$ cat config.mk
export PLATFORM = sky130hd
export DESIGN_NAME = mrb_reg_bits
export DESIGN_NICKNAME = d
export VERILOG_FILES = /design/src/common/mrb_pkg.sv /design/src/mrb_reg_bits.sv
export SDC_FILE = /design/constraint.sdc
export NUM_CORES = 1
export LEC_CHECK = 0
export ABC_AREA = 1
export BUFFER_PORTS_ARGS = -buffer_cell sky130_fd_sc_hd__clkbuf_2
export CORE_MARGIN = 4
export CORE_UTILIZATION = 40
export CTS_CLUSTER_DIAMETER = 60
export CTS_CLUSTER_SIZE = 24
export DETAILED_ROUTE_END_ITERATION = 16
export GPL_ROUTABILITY_DRIVEN = 1
export PLACE_DENSITY = 0.72
export SLEW_MARGIN = 20
export SYNTH_ARGS = -nofsm -noshare
export SYNTH_HDL_FRONTEND = slang
export SYNTH_SLANG_ARGS = --single-unit
export TNS_END_PERCENT = 10
$ cat constraint.sdc
create_clock -name mclk -period 2.95 [get_ports mclk]
set_input_delay 0.295 -clock mclk [delete_from_list [all_inputs] [get_ports mclk]]
set_output_delay 0.295 -clock mclk [all_outputs]
set_load 0.03 [all_outputs]
$ cat src/common/mrb_pkg.sv
// Shared constants for the management register bit behaviour bank
package mrb_pkg;
    localparam int NUM_HIGH = 4;
    localparam int NUM_LOW = 4;
    localparam int MAX_WIDTH = 3;
    localparam int NUM_TRIG = 2;
    localparam int NUM_PROT = 8;
    localparam int NUM_RW = 8;
    localparam int NUM_STRAP = 5;
    localparam logic [NUM_HIGH-1:0] HIGH_RST = 4'h0;
    localparam logic [NUM_LOW-1:0] LOW_RST = 4'hF;
    localparam logic [MAX_WIDTH-1:0] MAX_RST = 3'h0;
    localparam logic [NUM_TRIG-1:0] TRIG_RST = 2'h0;
    localparam logic [NUM_PROT-1:0] PROT_RST = 8'h00;
    localparam logic [NUM_RW-1:0] RW_RST = 8'h00;
    localparam logic OVR_RST = 1'h0;
    localparam logic LOWPWR_RST = 1'h0;
    typedef enum logic [1:0] {
        MRB_IDLE,
        MRB_RUN
    } mrb_trig_t;
endpackage

$ cat src/mrb_reg_bits.sv
// Bit behaviour core for the management register set
`timescale 1ns/1ps
// What this block does
// - Reset loads every defined default value
// - Strap bits take pin level at reset
// - High bit captures event, holds until read
// - After read, high bit reloads present level
// - Low bit captures low event, holds zero
// - After read, low bit reloads present level
// - Max group keeps largest unsigned value seen
// - Max group held until reset or read
// - After read, max group loads present state
// - Trigger bits reset zero; one starts function
// - Trigger bit self-clears when function finishes
// - Protected bits writable only after override write
// - Low-power entry defaults only high and low latch bits
module mrb_reg_bits
    import mrb_pkg::*;
#(
    parameter int NH = NUM_HIGH,
    parameter int NL = NUM_LOW,
    parameter int MW = MAX_WIDTH,
    parameter int NT = NUM_TRIG,
    parameter int NP = NUM_PROT,
    parameter int NR = NUM_RW
) (
    // Clock and reset
    input wire logic mclk,
    input wire logic sys_rst,
    // Strap pins, sampled while reset is held
    input wire logic [NUM_STRAP-1:0] strapPins,
    // Monitored signals
    input wire logic [NH-1:0] highEvent,
    input wire logic [NL-1:0] lowEventN,
    input wire logic [MW-1:0] smState,
    input wire logic [NT-1:0] trigDone,
    // Management access strobes
    input wire logic rdHigh,
    input wire logic rdLow,
    input wire logic rdMax,
    input wire logic wrStb,
    input wire logic wrOverride,
    input wire logic [NT-1:0] wrTrig,
    input wire logic [NP-1:0] wrProtData,
    input wire logic [NR-1:0] wrRwData,
    input wire logic wrLowPwr,
    // Register bit values
    output logic [NUM_STRAP-1:0] strapAddr_r,
    output logic [NH-1:0] latchHighBit_r,
    output logic [NL-1:0] latchLowBit_r,
    output logic [MW-1:0] latchMaxGroup_r,
    output logic [NT-1:0] selfClearBit_r,
    output logic [NT-1:0] trigStart_r,
    output logic overrideWriteBit_r,
    output logic [NP-1:0] protBits_r,
    output logic [NR-1:0] rwBits_r,
    output logic lowPower_r
);
    logic [NUM_STRAP-1:0] strapAddr_nxt;
    logic [NH-1:0] latchHighBit_nxt;
    logic [NL-1:0] latchLowBit_nxt;
    logic [MW-1:0] latchMaxGroup_nxt;
    logic [NT-1:0] selfClearBit_nxt;
    logic [NT-1:0] trigStart_nxt;
    logic overrideWriteBit_nxt;
    logic [NP-1:0] protBits_nxt;
    logic [NR-1:0] rwBits_nxt;
    logic lowPower_nxt;
    logic lowPwrEntry;
    mrb_trig_t trigState_r [NT];
    mrb_trig_t trigState_nxt [NT];

    // Unsigned compare from MSB down
    function automatic logic isLarger(input logic [MW-1:0] a,
                                      input logic [MW-1:0] b);
        isLarger = a > b;
    endfunction

    // Only the rising edge of the power-down bit clears latches
    assign lowPwrEntry = wrStb && wrLowPwr && !lowPower_r;

    always_comb begin
        strapAddr_nxt = strapAddr_r;
        if (sys_rst) begin
            strapAddr_nxt = strapPins;
        end
    end

    // Latching status bits
    always_comb begin
        latchHighBit_nxt = latchHighBit_r;
        latchLowBit_nxt = latchLowBit_r;
        latchMaxGroup_nxt = latchMaxGroup_r;
        if (lowPwrEntry) begin
            latchHighBit_nxt = HIGH_RST;
            latchLowBit_nxt = LOW_RST;
        end else begin
            // Reload present level; it already includes any event now
            if (rdHigh) begin
                latchHighBit_nxt = highEvent;
            end else begin
                latchHighBit_nxt = latchHighBit_r | highEvent;
            end
            if (rdLow) begin
                latchLowBit_nxt = lowEventN;
            end else begin
                latchLowBit_nxt = latchLowBit_r & lowEventN;
            end
        end
        // Max group ignores low-power entry
        if (rdMax) begin
            latchMaxGroup_nxt = smState;
        end else if (isLarger(smState, latchMaxGroup_r)) begin
            latchMaxGroup_nxt = smState;
        end
    end

    // Writable bits and override
    always_comb begin
        protBits_nxt = protBits_r;
        rwBits_nxt = rwBits_r;
        overrideWriteBit_nxt = overrideWriteBit_r;
        lowPower_nxt = lowPower_r;
        if (wrStb) begin
            // Single register model: every write lands in all plain bits
            rwBits_nxt = wrRwData;
            lowPower_nxt = wrLowPwr;
            if (overrideWriteBit_r) begin
                protBits_nxt = wrProtData;
            end
            // The write that sets override is itself unprotected
            overrideWriteBit_nxt = wrOverride;
        end
    end

    // Self-clearing trigger bits
    always_comb begin
        selfClearBit_nxt = selfClearBit_r;
        trigStart_nxt = '0;
        for (int i = 0; i < NT; i++) begin
            trigState_nxt[i] = trigState_r[i];
            unique case (trigState_r[i])
                MRB_IDLE: begin
                    if (wrStb && wrTrig[i]) begin
                        trigState_nxt[i] = MRB_RUN;
                        selfClearBit_nxt[i] = 1'h1;
                        trigStart_nxt[i] = 1'b1;
                    end
                end
                MRB_RUN: begin
                    // A start while busy is dropped, not queued
                    if (trigDone[i]) begin
                        trigState_nxt[i] = MRB_IDLE;
                        selfClearBit_nxt[i] = 1'h0;
                    end
                end
            endcase
        end
    end

    always_ff @(posedge mclk) begin
        strapAddr_r <= strapAddr_nxt;
    end

    // Latch registers; reset loads the defined defaults
    always_ff @(posedge mclk) begin
        if (sys_rst) begin
            latchHighBit_r <= HIGH_RST;
            latchLowBit_r <= LOW_RST;
            latchMaxGroup_r <= MAX_RST;
        end else begin
            latchHighBit_r <= latchHighBit_nxt;
            latchLowBit_r <= latchLowBit_nxt;
            latchMaxGroup_r <= latchMaxGroup_nxt;
        end
    end

    always_ff @(posedge mclk) begin
        if (sys_rst) begin
            overrideWriteBit_r <= OVR_RST;
            protBits_r <= PROT_RST;
            rwBits_r <= RW_RST;
            lowPower_r <= LOWPWR_RST;
        end else begin
            overrideWriteBit_r <= overrideWriteBit_nxt;
            protBits_r <= protBits_nxt;
            rwBits_r <= rwBits_nxt;
            lowPower_r <= lowPower_nxt;
        end
    end

    always_ff @(posedge mclk) begin
        if (sys_rst) begin
            selfClearBit_r <= TRIG_RST;
            trigStart_r <= TRIG_RST;
            for (int i = 0; i < NT; i++) begin
                trigState_r[i] <= MRB_IDLE;
            end
        end else begin
            selfClearBit_r <= selfClearBit_nxt;
            trigStart_r <= trigStart_nxt;
            for (int i = 0; i < NT; i++) begin
                trigState_r[i] <= trigState_nxt[i];
            end
        end
    end
endmodule

After elaboration in Yosys (flattened, before gate mapping)
Memory sizes are Yosys's and may differ from the RTL's. Index checks and enable logic that the tools add are counted. W data, S select, Z words.

Register bits: 38. Latch bits: 0. Bits in writable memories: 4. Memory bits (read-only): 0. Bits of input ports: 44. Output and inout port bits: 38. Memories: 1.

Memory list: trigState_r (words 2, bits a word 2, rd ports 2, clocked after Yosys merged registers in 0, wr ports 2, line mrb_reg_bits.sv:70) `mrb_trig_t trigState_r [NT];`.

Add/sub/neg operators: 0. Multiply operators: 0. Divide/modulo/power cells: 0. $lt $le $gt $ge: 1. Equal/unequal tests: 6. Shift-type cells: 0. Muxes and demuxes: 23. Bitwise logic cells: 6. Reduce and logical (&&, ||, !) cells: 14.

Operators with widths (count): $mux W2 (6); $mux W1 (9); $mux W4 (2); $ne A2 B2 Y1 const B (4); $pmux W2 S2 (2); $mux W3 (2); $reduce_and A2 Y1 (3); $reduce_or A2 Y1 (3); $and A4 B4 Y4 (1); $eq A2 B1 Y1 const B (2); $logic_and A1 B1 Y1 (4); $logic_not A2 Y1 (2); $or A4 B4 Y4 (1); $pmux W1 S2 (2); $gt A3 B3 Y1 (1); $not A1 Y1 (2); $or A1 B1 Y1 (2); $reduce_bool A2 Y1 (1); $logic_not A1 Y1 (1).

Logic depth before layout (Yosys ltp)
Gate-level depths: netlist (run 1).

Depth after elaboration: 4. Mapped depth: 9.

Worst setup path before layout (run 1)
Ideal clock, no wire load.

Path type: register -> register. From: register latchMaxGroup_r[2]. To: register latchMaxGroup_r[0]. Arrival: 1343 ps. Required time: 2835 ps. Path slack: 1492 ps. Cell stages (with the launch flop): 9. Path buffers: 0. Period minus slack after synthesis: 1458 ps. Cell sequence: dfxtp_1 inv_1 ha_1 a21oi_1 nand2_1 nand2_1 nand3_1 nand2_1 nor2_1.

Longest elaborated chain between the ends: 2.

RTL lines: start: declaration (line mrb_reg_bits.sv:51) `output logic [MW-1:0] latchMaxGroup_r,`; start signal: assignment (line mrb_reg_bits.sv:174) `latchMaxGroup_r <= latchMaxGroup_nxt;`; $gt A3 B3 Y1 (line mrb_reg_bits.sv:76) `isLarger = a > b;`; $reduce_bool A2 Y1 (no source line).

No other way between the ends. A chain may end at the register's enable or synchronous reset.

Worst setup path after layout (run 1)
From: register latchMaxGroup_r[2]. To: register latchMaxGroup_r[1].

Same word-level chain as after synthesis.

==> results of run 1 <==
==> layout by cell type, fill, tap and decap left out <==
master                      Yosys  final
sky130_fd_sc_hd__inv_2          4      4
sky130_fd_sc_hd__o21ai_2        1      1
sky130_fd_sc_hd__nand2_2        1      1
sky130_fd_sc_hd__o21ai_1        1      1
sky130_fd_sc_hd__a31o_2         2      2
sky130_fd_sc_hd__bufinv_16      0      1
sky130_fd_sc_hd__nand3_1        5      5
sky130_fd_sc_hd__dfxtp_1       33     33
sky130_fd_sc_hd__clkbuf_4       0      5
sky130_fd_sc_hd__edfxtp_1       5      5
sky130_fd_sc_hd__nand2_1       13     13
sky130_fd_sc_hd__nor3_2         2      2
sky130_fd_sc_hd__a21oi_1        9      9
sky130_fd_sc_hd__nor2_1        41     41
sky130_fd_sc_hd__o21ai_0       20     20
sky130_fd_sc_hd__ha_1           3      3
sky130_fd_sc_hd__inv_1          9      9
sky130_fd_sc_hd__clkbuf_2       0     81
sky130_fd_sc_hd__clkinv_2       0      2
==> state kept, by name, summed over array words and instances, names as in the netlist <==
signal              flops
trigStart_r             2
protBits_r              8
selfClearBit_r          2
overrideWriteBit_r      1
latchHighBit_r          4
latchLowBit_r           4
rwBits_r                8
latchMaxGroup_r         3
lowPower_r              1
strapAddr_r             5
==> worst max path at each step <==
stage	to	slack, ns	depth (start not counted)
floorplan	latchMaxGroup_r[0]	1.49	8
global placement	latchMaxGroup_r[2]	1.62	8
detailed placement	latchMaxGroup_r[1]	1.58	8
CTS	latchMaxGroup_r[1]	1.60	8
global route	latchMaxGroup_r[0]	1.45	8
finish	latchMaxGroup_r[1]	1.61	8
==> routing by layer <==
layer	vias to the layer above	part of all wire (%)
met3	4	7.2
met1	529	43
met2	41	48
li1	667	-
met5	-	0
met4	0	1.1
==> kinds of logic (layout without fill, tap and decap cells) <==
family                   Yosys count  after routing
AND/OR/NAND/NOR                   62             62
flip-flops                        38             38
AO/OA/AOI/OAI                     33             33
buffers and inverters             16            102
adder cells (fa/ha/maj)            3              3
==> power groups by stage <==
stage / logic, mW / registers (mW) / clock network, mW
floorplan: 0.0668 / 0.660 / 0
global placement: 0.215 / 0.588 / 0
detailed placement: 0.218 / 0.589 / 0
CTS: 0.219 / 0.578 / 0.352
global route: 0.238 / 0.581 / 0.376
finish: 0.215 / 0.577 / 0.339
==> stage by stage <==
stage               instances  setup slack (ns)
finish                    282              1.61
global route              282              1.45
CTS                       282              1.60
detailed placement        274              1.58
global placement          274              1.62
floorplan                 152              1.49
==> final cells by class <==
cell class | count | area [sq um]
clock inverters | 3 | 40.0
flip-flops and latches | 38 | 811
well taps | 44 | 55.1
inverters | 13 | 48.8
clock buffers | 5 | 37.5
fillers | 296 | 1260
repair buffers | 81 | 405
multi-input cells | 98 | 468
==> results.json, run 1 <==
{
  "combPwrFrac_pct": 19.1,
  "layout.nets": 284,
  "floorplan.die_area_sq_um": 4350,
  "cp-end-kind": "flop",
  "end_of_the_worst_register_to_register_path": "latchMaxGroup_r[1]",
  "share_clk_of_total_power_pct": 29.9,
  "h_tree_depth_reported_by_cts": 2,
  "grt_overflow_total": 0,
  "vias": 1241,
  "yosysUniqueCellTypes": 16,
  "syn_inst": 152,
  "critPathArrivalTime_ns": 1.58,
  "rsz0062_at_grt": "no",
  "reg2reg_setup_slack_ns": 1.61,
  "final-setup-viol-count": 0,
  "async_reset_ff_share_pct": 0,
  "synth_compound_area_share_pct": 13.1,
  "worst_ir_drop_vdd_mv": 0.348,
  "first_global_vias": 1180,
  "status": "finished, final reports clean",
  "dpl.hpwl_um": 2480,
  "power_switching_uw": 324,
  "slew-limit-headroom_pct": 78.6,
  "final.period_utilization_pct": 45.5,
  "use_met1_pct": 16.5,
  "cell_internal_pwr_uw": 807,
  "core_sq_um": 3130,
  "tritoncts": "yes",
  "fin_setup_tns_ns": 0,
  "clock_tree.buffer_depth": 2,
  "p_seq_share_pct": 51.0,
  "globalplace.congestion": 0.723,
  "synth-seq-area-share_pct": 60.4,
  "fmax_mhz": 744,
  "use_met3_pct": 5.10,
  "drt_pre_antenna_iters": 3,
  "leakage_nw": 0.963,
  "synth-warning-count": 0,
  "path_clk_slew_ns": 0.11,
  "total_routing_usage_gr_pct": 15.0,
  "crit_buf_inv": 1,
  "holdPathEnd": "strapAddr_r[2]",
  "post_route_cells_drive_above_1_share_pct": 41.6,
  "synthMostInstantiatedCell": "sky130_fd_sc_hd__nor2_1",
  "clock-sinks": 38,
  "numPortBuffers": 81,
  "tritoncts.num_buffers": 5,
  "switching_share_pct": 28.6,
  "worstHoldStart": "strapPins[2]",
  "clock-skew-final_ns": 0.00554,
  "tightestPinTransition_ns": 0.320,
  "post_synth_main_area_contributors": "sky130_fd_sc_hd__dfxtp_1 (49%), sky130_fd_sc_hd__nor2_1 (11%), sky130_fd_sc_hd__edfxtp_1 (11%), sky130_fd_sc_hd__o21ai_0 (7.5%), sky130_fd_sc_hd__nand2_1 (3.6%)",
  "worst_path_dominant_cell_family": "simple AND/OR/NAND/NOR gates",
  "synth_enable_flop_cells": 5,
  "routed_wire_length_per_instance_um": 11.2,
  "grt_first_pass_wirelength_um": 5060,
  "cts.root.buffer_cell": "sky130_fd_sc_hd__clkbuf_4",
  "worst_path_most_repeated_cell": "sky130_fd_sc_hd__nand2_1",
  "clk-insertion-delay-late_ns": 0.33,
  "synth_top_family_by_area": "simple AND/OR/NAND/NOR gates",
  "synth.area.mux_share_pct": 0,
  "synth.largest_area_cell": "sky130_fd_sc_hd__dfxtp_1",
  "postSynth.topFlopCell": "sky130_fd_sc_hd__dfxtp_1",
  "synthAdderAreaFrac_pct": 2.80,
  "postSynthAreaPerCell_sq_um": 8.83,
  "insertedDiodeCount": 0,
  "hold_violations": 0,
  "die_y_um": 65.9,
  "post_cts_hold_buffer_count": 0,
  "die_w_um": 65.9,
  "worstPathCellList": "inv_1, ha_1, a21oi_1, nand2_1, nand2_1, nand3_1, nand2_1, nor2_1",
  "cts_resized": 0,
  "post-cts-setup-buffer-count": 0,
  "netlist.area_leader.share_pct": 49.2,
  "mapped_cell_area_sq_um": 1340,
  "grt.busiest_layer": "met2",
  "drtIter0Drc": 29,
  "fin_worst_hold_slack_ns": 0.130,
  "routed_via_density": 4.40,
  "startpoint": "latchMaxGroup_r[2]",
  "ys_ff_latch": 38,
  "postRouteWirelength_um": 3150,
  "synth-simple-area-share_pct": 18.9,
  "xor_and_xnor_fraction_of_the_mapped_netlist_area_pct": 0,
  "totalPowerFinal_mw": 1.13,
  "worst_r2r_startpoint": "latchMaxGroup_r[2]",
  "place_area_sq_um": 1790,
  "net_count_after_synthesis": 199,
  "power_per_unit_of_standard_cell_area_nw_per_um2": 606,
  "critical_path.max_fanout": 6,
  "start_util_pct": 42.9,
  "timing.max_cap.violations": 0,
  "library_cell_contributing_the_largest_single_delay_on_the_critical_path": "sky130_fd_sc_hd__dfxtp_1",
  "min_path_cells": 1,
  "worst-r2r-cell-count": 8,
  "slew_viol_final": 0,
  "core.rowCount": 20,
  "drt.antenna.violating_nets": 0,
  "stdcell_area_sq_um": 1870,
  "grtUsageMet2_pct": 26.5,
  "criticalPathCategory": "reg -> reg",
  "critical_path.startpoint_type": "flop",
  "route.detailed.drc": 0,
  "fin_util_pct": 59.6,
  "post_synth_most_frequent_cells": "sky130_fd_sc_hd__nor2_1 (41), sky130_fd_sc_hd__dfxtp_1 (33), sky130_fd_sc_hd__o21ai_0 (20)",
  "fin_crit_ns": 1.34,
  "slowest_delay_ns": 0.34,
  "worst_ep_required_time_ns": 3.18,
  "grt_antenna_before_repair": 0,
  "design.portCount": 82,
  "synthToLayoutAreaGrowth_pct": 39.0,
  "min_path_type": "in -> reg",
  "grt_start_max_net_pins": 24
}
Power figures use the tool's default switching activity.
==> run 2, diff against run 1 <==
- CORE_UTILIZATION: 40 -> 38
- clock period: 2.95 -> 1.1 ns (I/O delays scaled with it)
==> run 2 against run 1 <==
Against the previous run:
- the run now ends with negative setup slack left
- sequential power rose to 2.7 times the previous value
- final area rose by 20%
- sequential share of layout area fell by 6.6 points
- fmax rose by 10%
- largest power group unchanged
- highest routed layer unchanged
==> results.json, run 2 (synthesis gave the netlist of run 1 again) <==
{
  "status": "complete, but fails checks",
  "violations": "negative setup slack",
  "clock-skew-final_ns": 0.0107,
  "place_area_sq_um": 1850,
  "grt_overflow_total": 0,
  "numPortBuffers": 81,
  "first_global_vias": 1334,
  "critPathArrivalTime_ns": 1.46,
  "tightestPinTransition_ns": 0.269,
  "total_routing_usage_gr_pct": 18.3,
  "globalplace.congestion": 0.690,
  "route.detailed.drc": 0,
  "fmax_mhz": 820,
  "post-cts-setup-buffer-count": 0,
  "worstPathCellList": "inv_2, ha_4, nand3_1, nand2_4, nand3_1, nand2_1, nor2_1",
  "min_path_type": "in -> reg",
  "hold_violations": 0,
  "fin_util_pct": 66.4,
  "die_y_um": 67.4,
  "grt_start_max_net_pins": 15,
  "grt.busiest_layer": "met2",
  "clk-insertion-delay-late_ns": 0.34,
  "tritoncts": "yes",
  "post_route_cells_drive_above_1_share_pct": 44.9,
  "drt_pre_antenna_iters": 4,
  "library_cell_contributing_the_largest_single_delay_on_the_critical_path": "sky130_fd_sc_hd__dfxtp_4",
  "reg2reg_setup_slack_ns": -0.12,
  "leakage_nw": 1.10,
  "final.period_utilization_pct": 111,
  "core_sq_um": 3360,
  "most-common-layout-cells": "sky130_fd_sc_hd__clkbuf_2 (76), sky130_fd_sc_hd__nor2_1 (41), sky130_fd_sc_hd__dfxtp_1 (27)",
  "slew_viol_final": 0,
  "worst-r2r-cell-count": 7,
  "finalWorstSetupSlack_ns": -0.119,
  "routed_wire_length_per_instance_um": 12.2,
  "worst_path_most_repeated_cell": "sky130_fd_sc_hd__nand3_1",
  "dpl_worst_slack_ns": -0.107,
  "crit_buf_inv": 1,
  "start_util_pct": 39.9,
  "final-setup-viol-count": 3,
  "timing.max_cap.violations": 0,
  "worst_path_dominant_cell_family": "simple AND/OR/NAND/NOR gates",
  "worst-path-stages": 7,
  "h_tree_depth_reported_by_cts": 2,
  "largest_registers_in_the_final_layout": "protBits_r: 8 flops, rwBits_r: 8 flops, strapAddr_r: 5 flops",
  "clock-sinks": 38,
  "stdcell_area_sq_um": 2230,
  "layout.nets": 311,
  "grt_first_pass_wirelength_um": 6040,
  "dpl.hpwl_um": 2590,
  "totalPowerFinal_mw": 3.43,
  "floorplan.die_area_sq_um": 4550,
  "grt_antenna_before_repair": 0,
  "worst_ep_required_time_ns": 1.34,
  "critical_path.max_fanout": 6,
  "drt.antenna.violating_nets": 0,
  "rsz0062_at_grt": "yes",
  "use_met1_pct": 18.8,
  "critical_path.startpoint_type": "flop",
  "insertedDiodeCount": 0,
  "num-fill-cells": 292,
  "vias": 1404,
  "clock_tree.buffer_depth": 2,
  "criticalPathCategory": "reg -> reg",
  "core.rowCount": 21,
  "tritoncts.num_buffers": 5,
  "grtUsageMet2_pct": 31.5,
  "design.portCount": 82,
  "slowest_delay_ns": 0.36,
  "die_w_um": 67.4,
  "fin_crit_ns": 1.22,
  "routed_via_density": 4.51,
  "final_common_cell": "sky130_fd_sc_hd__clkbuf_2",
  "min_path_cells": 3,
  "worst_ir_drop_vdd_mv": 0.986,
  "path_clk_slew_ns": 0.11,
  "power_per_unit_of_standard_cell_area_nw_per_um2": 1530,
  "cts.root.buffer_cell": "sky130_fd_sc_hd__clkbuf_4",
  "drtIter0Drc": 50,
  "synthToLayoutAreaGrowth_pct": 66.4,
  "postRouteWirelength_um": 3780,
  "cp-end-kind": "flop",
  "slew-limit-headroom_pct": 82.1,
  "use_met3_pct": 9.82
}
run 2: changes by cell type in the layout (fill, tap and decap cells not counted), sizes merged:
cell / change
clkbuf: -2
dlygate4sd3: +24
bufinv: +1
clkinv: -1
buf: +5
run 2: power by group:
part	internal (mW)	switching, mW
clock network	0.700	0.447
logic	0.287	0.438
registers	1.51	0.0507
run 2: area by class of cell:
cell class | instances | area, sq um | share of cell area [%]
Sequential cell | 38 | 823 | 36.8
Timing Repair Buffer | 108 | 676 | 30.2
Multi-Input combinational cell | 98 | 528 | 23.6
Clock inverter | 3 | 63.8 | 2.86
Tap cell | 46 | 57.6 | 2.58
Inverter | 13 | 48.8 | 2.18
Clock buffer | 5 | 37.5 | 1.68
run 2: per-stage QoR:
stage,TNS (ns),hold WS (ns),cells
4_1_cts,-0.308,0.0000395,310
5_1_grt,-0.580,0.00500,311
6_report,-0.326,0.0134,311
2_1_floorplan,-0.315,0.179,152
3_3_place_gp,-0.216,0.287,279
3_5_place_dp,-0.301,0.290,279
run 2: routing by layer:
layer / up-vias / routed length, um
li1: 719 / -
met1: 615 / 1400
met2: 66 / 1900
met3: 4 / 434
met4: 0 / 41
met5: - / 0
run 2: worst min-delay path, stage by stage:
cell	delay (ns)
sky130_fd_sc_hd__clkbuf_2	0.08
sky130_fd_sc_hd__o21ai_1	0.06
sky130_fd_sc_hd__nor2_1	0.07
run 2: repair_timing:
item / in CTS / in global routing
gates resized for setup: 6 / 12
cloned: 0 / 0
hold buffers: 23 / 1
hold endpoints to repair: 23 / 1
pin swaps: 2 / 2
endpoints found under the setup margin: 3 / 8
run 2: path summary, 6_finish.rpt:
| kind | start | to |
|---|---|---|
| max | latchMaxGroup_r[2] | latchMaxGroup_r[2] |
| min | wrProtData[2] | protBits_r[2] |
| max reg2reg | latchMaxGroup_r[2] | latchMaxGroup_r[2] |
| min reg2reg | selfClearBit_r[0] | trigStart_r[0] |
